**src/rtl/iets_pkg.sv**
```systemverilog
`default_nettype none
package iets_pkg;
    // request nodes
    localparam int NODES      = 96;
    localparam int NODE_W     = 7;
    localparam int LVL_W      = 4;
    // event transfer channels
    localparam int CHANS      = 8;
    localparam int CH_W       = 3;
    localparam int PTR_W      = 24;
    localparam int CNT_W      = 8;
    // traps: six hardware sources plus the two system requests
    localparam int TRAPS      = 8;
    localparam int HW_TRAPS   = 6;
    localparam int ESR_PINS   = 3;
    // external request router
    localparam int RTR_CH     = 4;
    // nodes that a router output may take over
    localparam int SHARED_BASE = 88;
    // request-to-service latency in cpu clocks
    localparam int LAT_JC_CLK  = 7;
    localparam int LAT_NJC_CLK = 11;
    localparam logic [3:0] LAT_JC_INIT  = 4'(LAT_JC_CLK - 2);
    localparam logic [3:0] LAT_NJC_INIT = 4'(LAT_NJC_CLK - 2);
    // reset values
    localparam logic [NODES-1:0] FLAG_RST = '0;
    localparam logic [TRAPS-1:0] TRAP_RST = '0;
    localparam logic [LVL_W-1:0] TRAP_LVL = 4'hF;

    typedef logic [NODE_W-1:0] iets_node_t;
    typedef logic [LVL_W-1:0]  iets_lvl_t;
    typedef logic [CH_W-1:0]   iets_ch_t;
    typedef logic [PTR_W-1:0]  iets_ptr_t;
    typedef logic [CNT_W-1:0]  iets_cnt_t;

    typedef enum logic [1:0] {
        SVC_IRQ    = 2'h0,
        SVC_TRAP   = 2'h1,
        SVC_SWTRAP = 2'h2
    } iets_svc_t;

    // gray along idle -> wait -> idle; xfer is a side branch
    typedef enum logic [1:0] {
        ST_IDLE = 2'h0,
        ST_WAIT = 2'h1,
        ST_XFER = 2'h2
    } iets_state_t;
endpackage
`default_nettype wire

```
**src/rtl/iets_rtr_if.sv**
```systemverilog
`timescale 1ns/1ps
`default_nettype none
interface iets_rtr_if;
    logic [iets_pkg::RTR_CH-1:0]   lvl;
    logic [2*iets_pkg::RTR_CH-1:0] edge_sel;
    logic [iets_pkg::RTR_CH*iets_pkg::RTR_CH-1:0] route;
    logic [iets_pkg::RTR_CH*iets_pkg::RTR_CH-1:0] pat;
    logic [2*iets_pkg::RTR_CH-1:0] gate;
    logic [iets_pkg::RTR_CH-1:0]   evt;

    modport rtr (input lvl, edge_sel, route, pat, gate, output evt);
    modport top (output lvl, edge_sel, route, pat, gate, input evt);
endinterface
`default_nettype wire

```
**src/rtl/iets_router.sv**
```systemverilog
`timescale 1ns/1ps
`default_nettype none
module iets_router (
    // clock and reset
    input  wire logic   clk_sys,
    input  wire logic   reset,
    // levels in, gated events out
    iets_rtr_if.rtr     rif
);
    localparam int N = iets_pkg::RTR_CH;

    logic [N-1:0] prev_q;
    logic [N-1:0] det;
    logic [N-1:0] evt_q;

    // previous level for edge detection; inputs arrive already synchronised
    always_ff @(posedge clk_sys)
    begin
        if (reset)
            prev_q <= '0;
        else
            prev_q <= rif.lvl;
    end

    genvar k;
    generate
        for (k = 0; k < N; k++)
        begin : g_ch
            logic hit;
            logic match;
            // 01 rising, 10 falling, 11 both
            assign det[k] = (rif.edge_sel[2*k] & rif.lvl[k] & ~prev_q[k])
                          | (rif.edge_sel[2*k+1] & ~rif.lvl[k] & prev_q[k]);
            // output unit k takes every input its route bits select
            assign hit   = |(det & rif.route[k*N +: N]);
            // pattern only covers the routed inputs
            assign match = ((rif.lvl ^ rif.pat[k*N +: N])
                           & rif.route[k*N +: N]) == '0;
            always_ff @(posedge clk_sys)
            begin
                if (reset)
                    evt_q[k] <= 1'b0;
                else
                begin
                    case (rif.gate[2*k +: 2])
                        2'h0:    evt_q[k] <= 1'b0;
                        2'h1:    evt_q[k] <= hit;
                        2'h2:    evt_q[k] <= hit & match;
                        default: evt_q[k] <= hit & ~match;
                    endcase
                end
            end
        end
    endgenerate

    assign rif.evt = evt_q;
endmodule
`default_nettype wire

```
**src/rtl/iets_top.sv**
```systemverilog
// Contract
// each node goes to vector or channel
// standard service branches to node vector
// channel service steals exactly one cycle
// channel moves byte/word, bumps chosen pointers
// counter decrements unless continuous mode
// counter at zero raises standard interrupt
// eight independent event transfer channels
// service starts 7 or 11 clocks later
// 96 nodes with flag, enable, priority
// shared nodes pick source by selection
// router: four inputs, matrix, four gates
// router detects rising, falling or both
// gate passes on pattern match or miss
// hardware trap branches to trap vector
// each trap sets its own flag bit
// trap preempts unless higher trap active
// no interrupts during trap service
// three pins feed two system requests
// software trap starts numbered routine
// software flag write acts like hardware
// grant highest enabled priority above cpu
`timescale 1ns/1ps
`default_nettype none
module iets_top (
    // clock and reset
    input  wire logic                        clk_sys,
    input  wire logic                        reset,
    // cpu side
    input  wire iets_pkg::iets_lvl_t         cpu_level,
    input  wire logic                        jump_cache_en,
    input  wire logic                        trap_done,
    input  wire logic                        sw_trap,
    input  wire iets_pkg::iets_node_t        sw_trap_num,
    // request nodes
    input  wire logic [iets_pkg::NODES-1:0]  periph_req,
    input  wire logic [iets_pkg::NODES-1:0]  node_sw_set,
    input  wire logic [iets_pkg::NODES-1:0]  node_sw_clr,
    input  wire logic [iets_pkg::NODES-1:0]  node_en,
    input  wire logic [iets_pkg::NODES*iets_pkg::LVL_W-1:0] node_prio,
    input  wire logic [iets_pkg::NODES-1:0]  node_etc_en,
    input  wire logic [iets_pkg::NODES*iets_pkg::CH_W-1:0]  node_chan,
    input  wire logic [iets_pkg::RTR_CH-1:0] src_sel,
    // event transfer channel setup
    input  wire logic [iets_pkg::CHANS-1:0]  ch_load,
    input  wire iets_pkg::iets_ptr_t         ch_load_src,
    input  wire iets_pkg::iets_ptr_t         ch_load_dst,
    input  wire iets_pkg::iets_cnt_t         ch_load_cnt,
    input  wire logic [iets_pkg::CHANS-1:0]  ch_word,
    input  wire logic [iets_pkg::CHANS-1:0]  ch_inc_src,
    input  wire logic [iets_pkg::CHANS-1:0]  ch_inc_dst,
    input  wire logic [iets_pkg::CHANS-1:0]  ch_cont,
    // external request router
    input  wire logic [iets_pkg::RTR_CH-1:0]   rtr_pin,
    input  wire logic [2*iets_pkg::RTR_CH-1:0] rtr_edge_sel,
    input  wire logic [iets_pkg::RTR_CH*iets_pkg::RTR_CH-1:0] rtr_route,
    input  wire logic [iets_pkg::RTR_CH*iets_pkg::RTR_CH-1:0] rtr_pat,
    input  wire logic [2*iets_pkg::RTR_CH-1:0] rtr_gate,
    // service request pins
    input  wire logic [iets_pkg::ESR_PINS-1:0] esr_pin,
    input  wire logic [iets_pkg::ESR_PINS-1:0] esr_en,
    input  wire logic [iets_pkg::ESR_PINS-1:0] esr_map,
    // hardware traps
    input  wire logic [iets_pkg::HW_TRAPS-1:0] hw_trap,
    input  wire logic [iets_pkg::TRAPS-1:0]    trap_flag_clr,
    // service start towards the cpu
    output logic                             svc_start,
    output iets_pkg::iets_svc_t              svc_kind,
    output iets_pkg::iets_node_t             svc_num,
    output iets_pkg::iets_lvl_t              svc_level,
    // stolen transfer cycle
    output logic                             xfer_valid,
    output iets_pkg::iets_ch_t               xfer_chan,
    output iets_pkg::iets_ptr_t              xfer_src,
    output iets_pkg::iets_ptr_t              xfer_dst,
    output logic                             xfer_word,
    // status
    output logic [iets_pkg::NODES-1:0]       node_flag,
    output logic [iets_pkg::TRAPS-1:0]       trap_flag,
    output logic [iets_pkg::TRAPS-1:0]       trap_active
);
    localparam int NODES = iets_pkg::NODES;
    localparam int TRAPS = iets_pkg::TRAPS;
    localparam int CHANS = iets_pkg::CHANS;
    localparam int RC    = iets_pkg::RTR_CH;
    localparam int NE    = iets_pkg::ESR_PINS;

    iets_rtr_if rif ();

    // pin synchronisers, stage one read only by stage two;
    // no reset: the pins settle while reset is held
    logic [RC-1:0] rtr_s1_q, rtr_s2_q;
    logic [NE-1:0] esr_s1_q, esr_s2_q, esr_prev_q;
    always_ff @(posedge clk_sys)
    begin
        rtr_s1_q   <= rtr_pin;
        rtr_s2_q   <= rtr_s1_q;
        esr_s1_q   <= esr_pin;
        esr_s2_q   <= esr_s1_q;
        esr_prev_q <= esr_s2_q;
    end

    // router config travels with the synced levels
    assign rif.lvl      = rtr_s2_q;
    assign rif.edge_sel = rtr_edge_sel;
    assign rif.route    = rtr_route;
    assign rif.pat      = rtr_pat;
    assign rif.gate     = rtr_gate;

    iets_router u_router (
        .clk_sys (clk_sys),
        .reset   (reset),
        .rif     (rif)
    );

    // node sources: shared nodes may take a router output instead
    logic [NODES-1:0] src_req;
    always_comb
    begin
        src_req = periph_req;
        for (int k = 0; k < RC; k++)
            if (src_sel[k])
                src_req[iets_pkg::SHARED_BASE + k] = rif.evt[k];
    end

    // system requests from rising edges on enabled pins
    logic [NE-1:0] esr_rise;
    logic          sreq_zero, sreq_one;
    logic [TRAPS-1:0] trap_evt;
    assign esr_rise  = esr_s2_q & ~esr_prev_q & esr_en;
    assign sreq_zero = |(esr_rise & ~esr_map);
    assign sreq_one  = |(esr_rise & esr_map);
    assign trap_evt  = {sreq_one, sreq_zero, hw_trap};

    // state
    iets_pkg::iets_state_t st_q;
    logic [NODES-1:0]      flag_q, flag_d;
    logic [TRAPS-1:0]      tflag_q, tpend_q, tact_q;
    logic [3:0]            lat_q;
    iets_pkg::iets_node_t  wait_idx_q;
    iets_pkg::iets_lvl_t   wait_lvl_q;
    logic                  sw_pend_q;
    iets_pkg::iets_node_t  sw_num_q;
    iets_pkg::iets_ptr_t   src_q [CHANS];
    iets_pkg::iets_ptr_t   dst_q [CHANS];
    iets_pkg::iets_cnt_t   cnt_q [CHANS];

    // arbitration: strict greater-than keeps the lowest index on ties
    logic                 win_found, win_etc;
    iets_pkg::iets_node_t win_idx;
    iets_pkg::iets_lvl_t  win_lvl;
    iets_pkg::iets_ch_t   win_chan;
    always_comb
    begin
        win_found = 1'b0;
        win_etc   = 1'b0;
        win_idx   = '0;
        win_lvl   = cpu_level;
        win_chan  = '0;
        for (int i = 0; i < NODES; i++)
        begin
            if (flag_q[i] && node_en[i] &&
                node_prio[i*iets_pkg::LVL_W +: iets_pkg::LVL_W] > win_lvl)
            begin
                win_found = 1'b1;
                win_idx   = iets_pkg::iets_node_t'(i);
                win_lvl   = node_prio[i*iets_pkg::LVL_W +: iets_pkg::LVL_W];
                win_chan  = node_chan[i*iets_pkg::CH_W +: iets_pkg::CH_W];
                win_etc   = node_etc_en[i];
            end
        end
    end

    // a spent, non-continuous channel hands its node to the vector path
    logic use_etc, last_xfer;
    assign use_etc   = win_etc && (cnt_q[win_chan] != '0 || ch_cont[win_chan]);
    assign last_xfer = !ch_cont[win_chan] &&
                       cnt_q[win_chan] == iets_pkg::iets_cnt_t'(1);

    // trap priority: lower index ranks higher
    logic [3:0] tp_idx, ta_idx;
    always_comb
    begin
        tp_idx = 4'(TRAPS);
        ta_idx = 4'(TRAPS);
        for (int t = TRAPS - 1; t >= 0; t--)
        begin
            if (tpend_q[t])
                tp_idx = 4'(t);
            if (tact_q[t])
                ta_idx = 4'(t);
        end
    end

    logic take_trap, take_sw, take_node, fire_irq, fire_xfer;
    assign take_trap = tp_idx < ta_idx;
    assign take_sw   = !take_trap && sw_pend_q;
    // nodes stay out while any trap routine runs
    assign take_node = !take_trap && !sw_pend_q && tact_q == '0 &&
                       win_found;
    assign fire_xfer = st_q == iets_pkg::ST_IDLE && take_node && use_etc;
    assign fire_irq  = st_q == iets_pkg::ST_WAIT && !take_trap &&
                       lat_q == 4'h0;

    // sequencer
    always_ff @(posedge clk_sys)
    begin
        if (reset)
        begin
            st_q       <= iets_pkg::ST_IDLE;
            lat_q      <= 4'h0;
            wait_idx_q <= '0;
            wait_lvl_q <= '0;
        end
        else
        begin
            case (st_q)
                iets_pkg::ST_IDLE:
                begin
                    if (take_node && !use_etc)
                    begin
                        st_q       <= iets_pkg::ST_WAIT;
                        lat_q      <= jump_cache_en ? iets_pkg::LAT_JC_INIT
                                                    : iets_pkg::LAT_NJC_INIT;
                        wait_idx_q <= win_idx;
                        wait_lvl_q <= win_lvl;
                    end
                    else if (fire_xfer)
                        st_q <= iets_pkg::ST_XFER;
                end
                iets_pkg::ST_WAIT:
                begin
                    // a trap aborts the wait; the node flag stays set
                    if (take_trap || lat_q == 4'h0)
                        st_q <= iets_pkg::ST_IDLE;
                    else
                        lat_q <= lat_q - 4'h1;
                end
                iets_pkg::ST_XFER:
                    st_q <= iets_pkg::ST_IDLE;
                default:
                    st_q <= iets_pkg::ST_IDLE;
            endcase
        end
    end
    // service start pulse; traps win the idle slot
    always_ff @(posedge clk_sys)
    begin
        if (reset)
        begin
            svc_start <= 1'b0;
            svc_kind  <= iets_pkg::SVC_IRQ;
            svc_num   <= '0;
            svc_level <= '0;
        end
        else
        begin
            svc_start <= 1'b0;
            if (st_q != iets_pkg::ST_XFER && take_trap)
            begin
                svc_start <= 1'b1;
                svc_kind  <= iets_pkg::SVC_TRAP;
                svc_num   <= iets_pkg::iets_node_t'(tp_idx);
                svc_level <= iets_pkg::TRAP_LVL;
            end
            else if (st_q == iets_pkg::ST_IDLE && take_sw)
            begin
                svc_start <= 1'b1;
                svc_kind  <= iets_pkg::SVC_SWTRAP;
                svc_num   <= sw_num_q;
                svc_level <= cpu_level;
            end
            else if (fire_irq)
            begin
                svc_start <= 1'b1;
                svc_kind  <= iets_pkg::SVC_IRQ;
                svc_num   <= wait_idx_q;
                svc_level <= wait_lvl_q;
            end
        end
    end

    // node flags: any set beats any clear in the same cycle
    always_comb
    begin
        flag_d = flag_q;
        if (fire_irq)
            flag_d[wait_idx_q] = 1'b0;
        if (fire_xfer && !last_xfer)
            flag_d[win_idx] = 1'b0;
        flag_d = (flag_d & ~node_sw_clr) | src_req | node_sw_set;
    end

    always_ff @(posedge clk_sys)
    begin
        if (reset)
            flag_q <= iets_pkg::FLAG_RST;
        else
            flag_q <= flag_d;
    end

    // trap flags, pending and active masks
    always_ff @(posedge clk_sys)
    begin
        if (reset)
        begin
            tflag_q <= iets_pkg::TRAP_RST;
            tpend_q <= iets_pkg::TRAP_RST;
            tact_q  <= iets_pkg::TRAP_RST;
        end
        else
        begin
            tflag_q <= (tflag_q & ~trap_flag_clr) | trap_evt;
            if (st_q != iets_pkg::ST_XFER && take_trap)
            begin
                tpend_q <= (tpend_q & ~(8'h01 << tp_idx)) | trap_evt;
                tact_q  <= tact_q | (8'h01 << tp_idx);
            end
            else
            begin
                tpend_q <= tpend_q | trap_evt;
                // return ends the innermost, highest ranked trap
                if (trap_done && ta_idx < 4'(TRAPS))
                    tact_q <= tact_q & ~(8'h01 << ta_idx);
            end
        end
    end

    // software trap request is held until the idle slot
    always_ff @(posedge clk_sys)
    begin
        if (reset)
        begin
            sw_pend_q <= 1'b0;
            sw_num_q  <= '0;
        end
        else if (sw_trap)
        begin
            sw_pend_q <= 1'b1;
            sw_num_q  <= sw_trap_num;
        end
        else if (st_q == iets_pkg::ST_IDLE && take_sw)
            sw_pend_q <= 1'b0;
    end

    // channel pointers and counters; a load overrides a service
    always_ff @(posedge clk_sys)
    begin
        if (reset)
        begin
            for (int c = 0; c < CHANS; c++)
            begin
                src_q[c] <= '0;
                dst_q[c] <= '0;
                cnt_q[c] <= '0;
            end
        end
        else
        begin
            for (int c = 0; c < CHANS; c++)
            begin
                if (ch_load[c])
                begin
                    src_q[c] <= ch_load_src;
                    dst_q[c] <= ch_load_dst;
                    cnt_q[c] <= ch_load_cnt;
                end
                else if (fire_xfer && win_chan == iets_pkg::iets_ch_t'(c))
                begin
                    if (ch_inc_src[c])
                        src_q[c] <= src_q[c] + (ch_word[c] ? 24'h2 : 24'h1);
                    if (ch_inc_dst[c])
                        dst_q[c] <= dst_q[c] + (ch_word[c] ? 24'h2 : 24'h1);
                    if (!ch_cont[c])
                        cnt_q[c] <= cnt_q[c] - 8'h01;
                end
            end
        end
    end
    // one stolen bus cycle per service, addresses before the bump
    always_ff @(posedge clk_sys)
    begin
        if (reset)
        begin
            xfer_valid <= 1'b0;
            xfer_word  <= 1'b0;
            xfer_chan  <= '0;
            xfer_src   <= '0;
            xfer_dst   <= '0;
        end
        else
        begin
            xfer_valid <= fire_xfer;
            if (fire_xfer)
            begin
                xfer_word <= ch_word[win_chan];
                xfer_chan <= win_chan;
                xfer_src  <= src_q[win_chan];
                xfer_dst  <= dst_q[win_chan];
            end
        end
    end
    assign node_flag   = flag_q;
    assign trap_flag   = tflag_q;
    assign trap_active = tact_q;
endmodule
`default_nettype wire

```
**config.mk**
```make
export PLATFORM = sky130hd
export DESIGN_NAME = iets_top
export DESIGN_NICKNAME = d
export VERILOG_FILES = /design/src/rtl/iets_pkg.sv /design/src/rtl/iets_rtr_if.sv /design/src/rtl/iets_router.sv /design/src/rtl/iets_top.sv
export SDC_FILE = /design/constraint.sdc
export NUM_CORES = 2
export LEC_CHECK = 0
export BUFFER_PORTS_ARGS = -buffer_cell sky130_fd_sc_hd__buf_2
export CORE_AREA = 5 5 592 594
export DETAILED_ROUTE_END_ITERATION = 6
export DIE_AREA = 0 0 597 599
export RECOVER_POWER = 50
export SKIP_CTS_REPAIR_TIMING = 1
export SLEW_MARGIN = 20
export SYNTH_ARGS = -nofsm -noshare
export SYNTH_HDL_FRONTEND = slang
export SYNTH_SLANG_ARGS = --single-unit
export TNS_END_PERCENT = 30
```
**constraint.sdc**
```tcl
create_clock -name clk_sys -period 315.1 [get_ports clk_sys]
set_input_delay 15.755 -clock clk_sys [delete_from_list [all_inputs] [get_ports clk_sys]]
set_output_delay 15.755 -clock clk_sys [all_outputs]
set_load 0.1 [all_outputs]
```
==> flow_summary.ini <==
[route]
met2_length_mm = 201.9
drc = 0
viasPerCell = 5.303
routed-wl-met3_mm = 56.28
ant_nets = 0
wl_met1_mm = 170.0
dr_total_vias = 82560
routed.top_layer = met5
totalWireLength_mm = 477.9
drtIter0Drc = 9722
wl_per_cell_um = 30.70
firstDrtPassIters = 7

[critical_path]
path_class = in -> reg
cp-start-kind = input pin
cp_max_fo = 62
cp_slowest_cell = clkbuf_1
required_ns = 315.44
cpMostUsedCell = ha_1
r2r-start = node_flag[0]
path_delay_family = compound AO/OA/AOI/OAI gates
crit_buf_inv = 37
cp.arrival_ns = 231.92
rrSetupSlack_ns = 98.87
end_kind = flop
max_stage_delay_ns = 2.89
r2r_cells = 700
reg2reg_to = dst_q[7][16]

[clock_tree]
cts_buffer_depth = 4
clock_latency_ns = 0.86
cts_tree = done
clk_pin_slew_ns = 0.05
cts_sinks = 685
h-tree-depth = 3
cts_buffers = 90
cts_root_buffer = clkbuf_16

[timing]
report.final.slew_viol_count = 781
setup_viol = 0
min_period_ns = 231.58
fin_crit_sh_pct = 73.49
worst_pin_slew_ns = 4.811
tns_ns = 0
finClkSkew_ns = 0.1389
maxSlewHeadroom_pct = -220.8
whs_ns = 0.3247
finalHoldViolations = 0
max_freq_mhz = 4.318
rsz0062_at_grt = no

[synthesis]
synthTopCellsByArea = edfxtp_1 18%, nand2_1 7.7%, dfxtp_1 6.5%
synth_top_area_cell = edfxtp_1
yosysUniqueCellTypes = 210
ys_warn_count = 0
synth_flop_cell = edfxtp_1
netlist_area_um2 = 73360
synth_edf_count = 448
synth_cells = 9016
avgSynthCellArea_um2 = 8.137
syn_nets = 10620
ys_seq_area_share_pct = 24.81
postSynth.asyncResetShare_pct = 0
synth_top_cell_area_share_pct = 18.34
synth_seq_cells = 685

[die]
dieArea_um2 = 357600
fp.dieW_um = 597
start_util_pct = 21.29
rows = 216
coreArea_um2 = 344600
die_height_um = 599
ioPinCount = 1522

[min_path]
holdPathStages = 0
hold_end = esr_s2_q[0]
hold_start = esr_s1_q[0]
hold_path.class = reg -> reg

[grt]
grt_max_degree = 146
grt_pass1_vias = 74090
grt_pass1_wl_mm = 627.4
grt_antenna_before_repair = 357
grt_use_total_pct = 25.06
grt_overflow = 0

[layout]
layout_commonest_cell = nand2_1
layout.nets = 11930
most-common-layout-cells = 1505 x nand2_1, 1339 x buf_2, 692 x nor2_1, 461 x mux2i_1, 457 x o21ai_0
area_growth_pct = 19.86
drive_gt1_share_pct = 21.68
n_fill_cell = 38080

[place]
gp_congestion = 1.046
hpwl_mm = 402.1
io_buffers = 1521

[status]
status = finished, violations left
violations = max-capacitance violations, max-slew violations

[run]
drv_cap = 47
## stage by stage
| step | cells | setup WS [ns] | instance area [µm²] | utilization (%) |
|---|---|---|---|---|
| 2_1_floorplan | 9016 | 147.43 | 73360 | - |
| 3_3_place_gp | 14800 | 124.41 | 84630 | 24.56 |
| 3_5_place_dp | 14800 | 121.65 | 84630 | 24.56 |
| 4_1_cts | 14970 | 122.06 | 87470 | 25.38 |
| 5_1_grt | 15470 | 67.05 | 87700 | 25.45 |
| 6_report | 15570 | 83.52 | 87930 | 25.52 |
## cell families (layout without fill, tap and decap cells)
logic type | Yosys count | in the layout | synth area share (%)
flops | 685 | 685 | 24.81
compound gates | 2278 | 2278 | 23.57
fa+ha+maj | 281 | 281 | 4.912
simple gates | 3848 | 3848 | 25.69
mux | 592 | 592 | 8.541
buf+inv | 830 | 2202 | 6.491
xor+xnor | 502 | 502 | 5.993
other cells | 0 | 603 | 0
## worst reg2reg max path, delay by kind of cell (launching register included)
kind | cells | cell delay [ns]
AO/OA/AOI/OAI | 290 | 96.44
AND/OR/NAND/NOR | 230 | 59.87
adder cells (fa/ha/maj) | 98 | 31.28
multiplexers | 47 | 17.49
buffers and inverters | 35 | 10.13
flip-flops | 1 | 0.49
## worst max path at each step
stage | end | startpoint | slack, ns | depth (start not counted)
2_1_floorplan | dst_q[7][0] | cpu_level[3] | 147.43 | 1192
3_3_place_gp | src_q[6][18] | cpu_level[3] | 124.41 | 713
3_5_place_dp | src_q[6][17] | cpu_level[3] | 121.65 | 708
4_1_cts | src_q[6][18] | cpu_level[3] | 122.06 | 709
5_1_grt | dst_q[7][16] | cpu_level[3] | 67.05 | 712
6_report | dst_q[7][16] | cpu_level[3] | 83.52 | 704
## per-layer routing
| metal | GRT usage (%) | vias to the layer above |
|---|---|---|
| met5 | 0.8021 | - |
| met4 | 21.88 | 134 |
| met3 | 9.434 | 1259 |
| met2 | 37.13 | 5030 |
| met1 | 28.14 | 39590 |
| li1 | - | 36550 |
## registers in the layout, indices dropped and copies added, names as in the netlist, 24 cells and up
name       flops
xfer_src      24
cnt_q         64
src_q        192
xfer_dst      24
dst_q        192
node_flag     96
## synth_stat cells (61+ instances only)
| master | count |
|---|---|
| buf_6 | 69 |
| dfxtp_1 | 237 |
| ha_1 | 249 |
| nor4_1 | 66 |
| o211ai_1 | 99 |
| xnor2_1 | 230 |
| nor2_1 | 689 |
| xor2_1 | 272 |
| inv_1 | 403 |
| mux2i_1 | 459 |
| clkbuf_1 | 194 |
| a31oi_1 | 74 |
| edfxtp_1 | 448 |
| nor3_1 | 226 |
| o21ai_1 | 339 |
| nand4_1 | 89 |
| a21oi_1 | 350 |
| nor3b_1 | 87 |
| nand2_1 | 1499 |
| nand3_1 | 431 |
| and3_1 | 146 |
| a211oi_1 | 100 |
| mux2_2 | 79 |
| and2_2 | 61 |
| o21ai_0 | 291 |
## cell type report
cell class                      count  area (µm²)  area share, %
Inverter                          406        1528          1.737
Clock inverter                     33       307.8         0.3500
Timing Repair Buffer             1634        8153          9.271
Multi-Input combinational cell   7501       49980          56.84
Sequential cell                   685       18200          20.69
Tap cell                         4578        5728          6.514
Clock buffer                      129        2530          2.877
Antenna cell                      603        1509          1.716
Power is not shown: default switching activity piles up to over one toggle a cycle in this logic, so the estimate is an artifact.
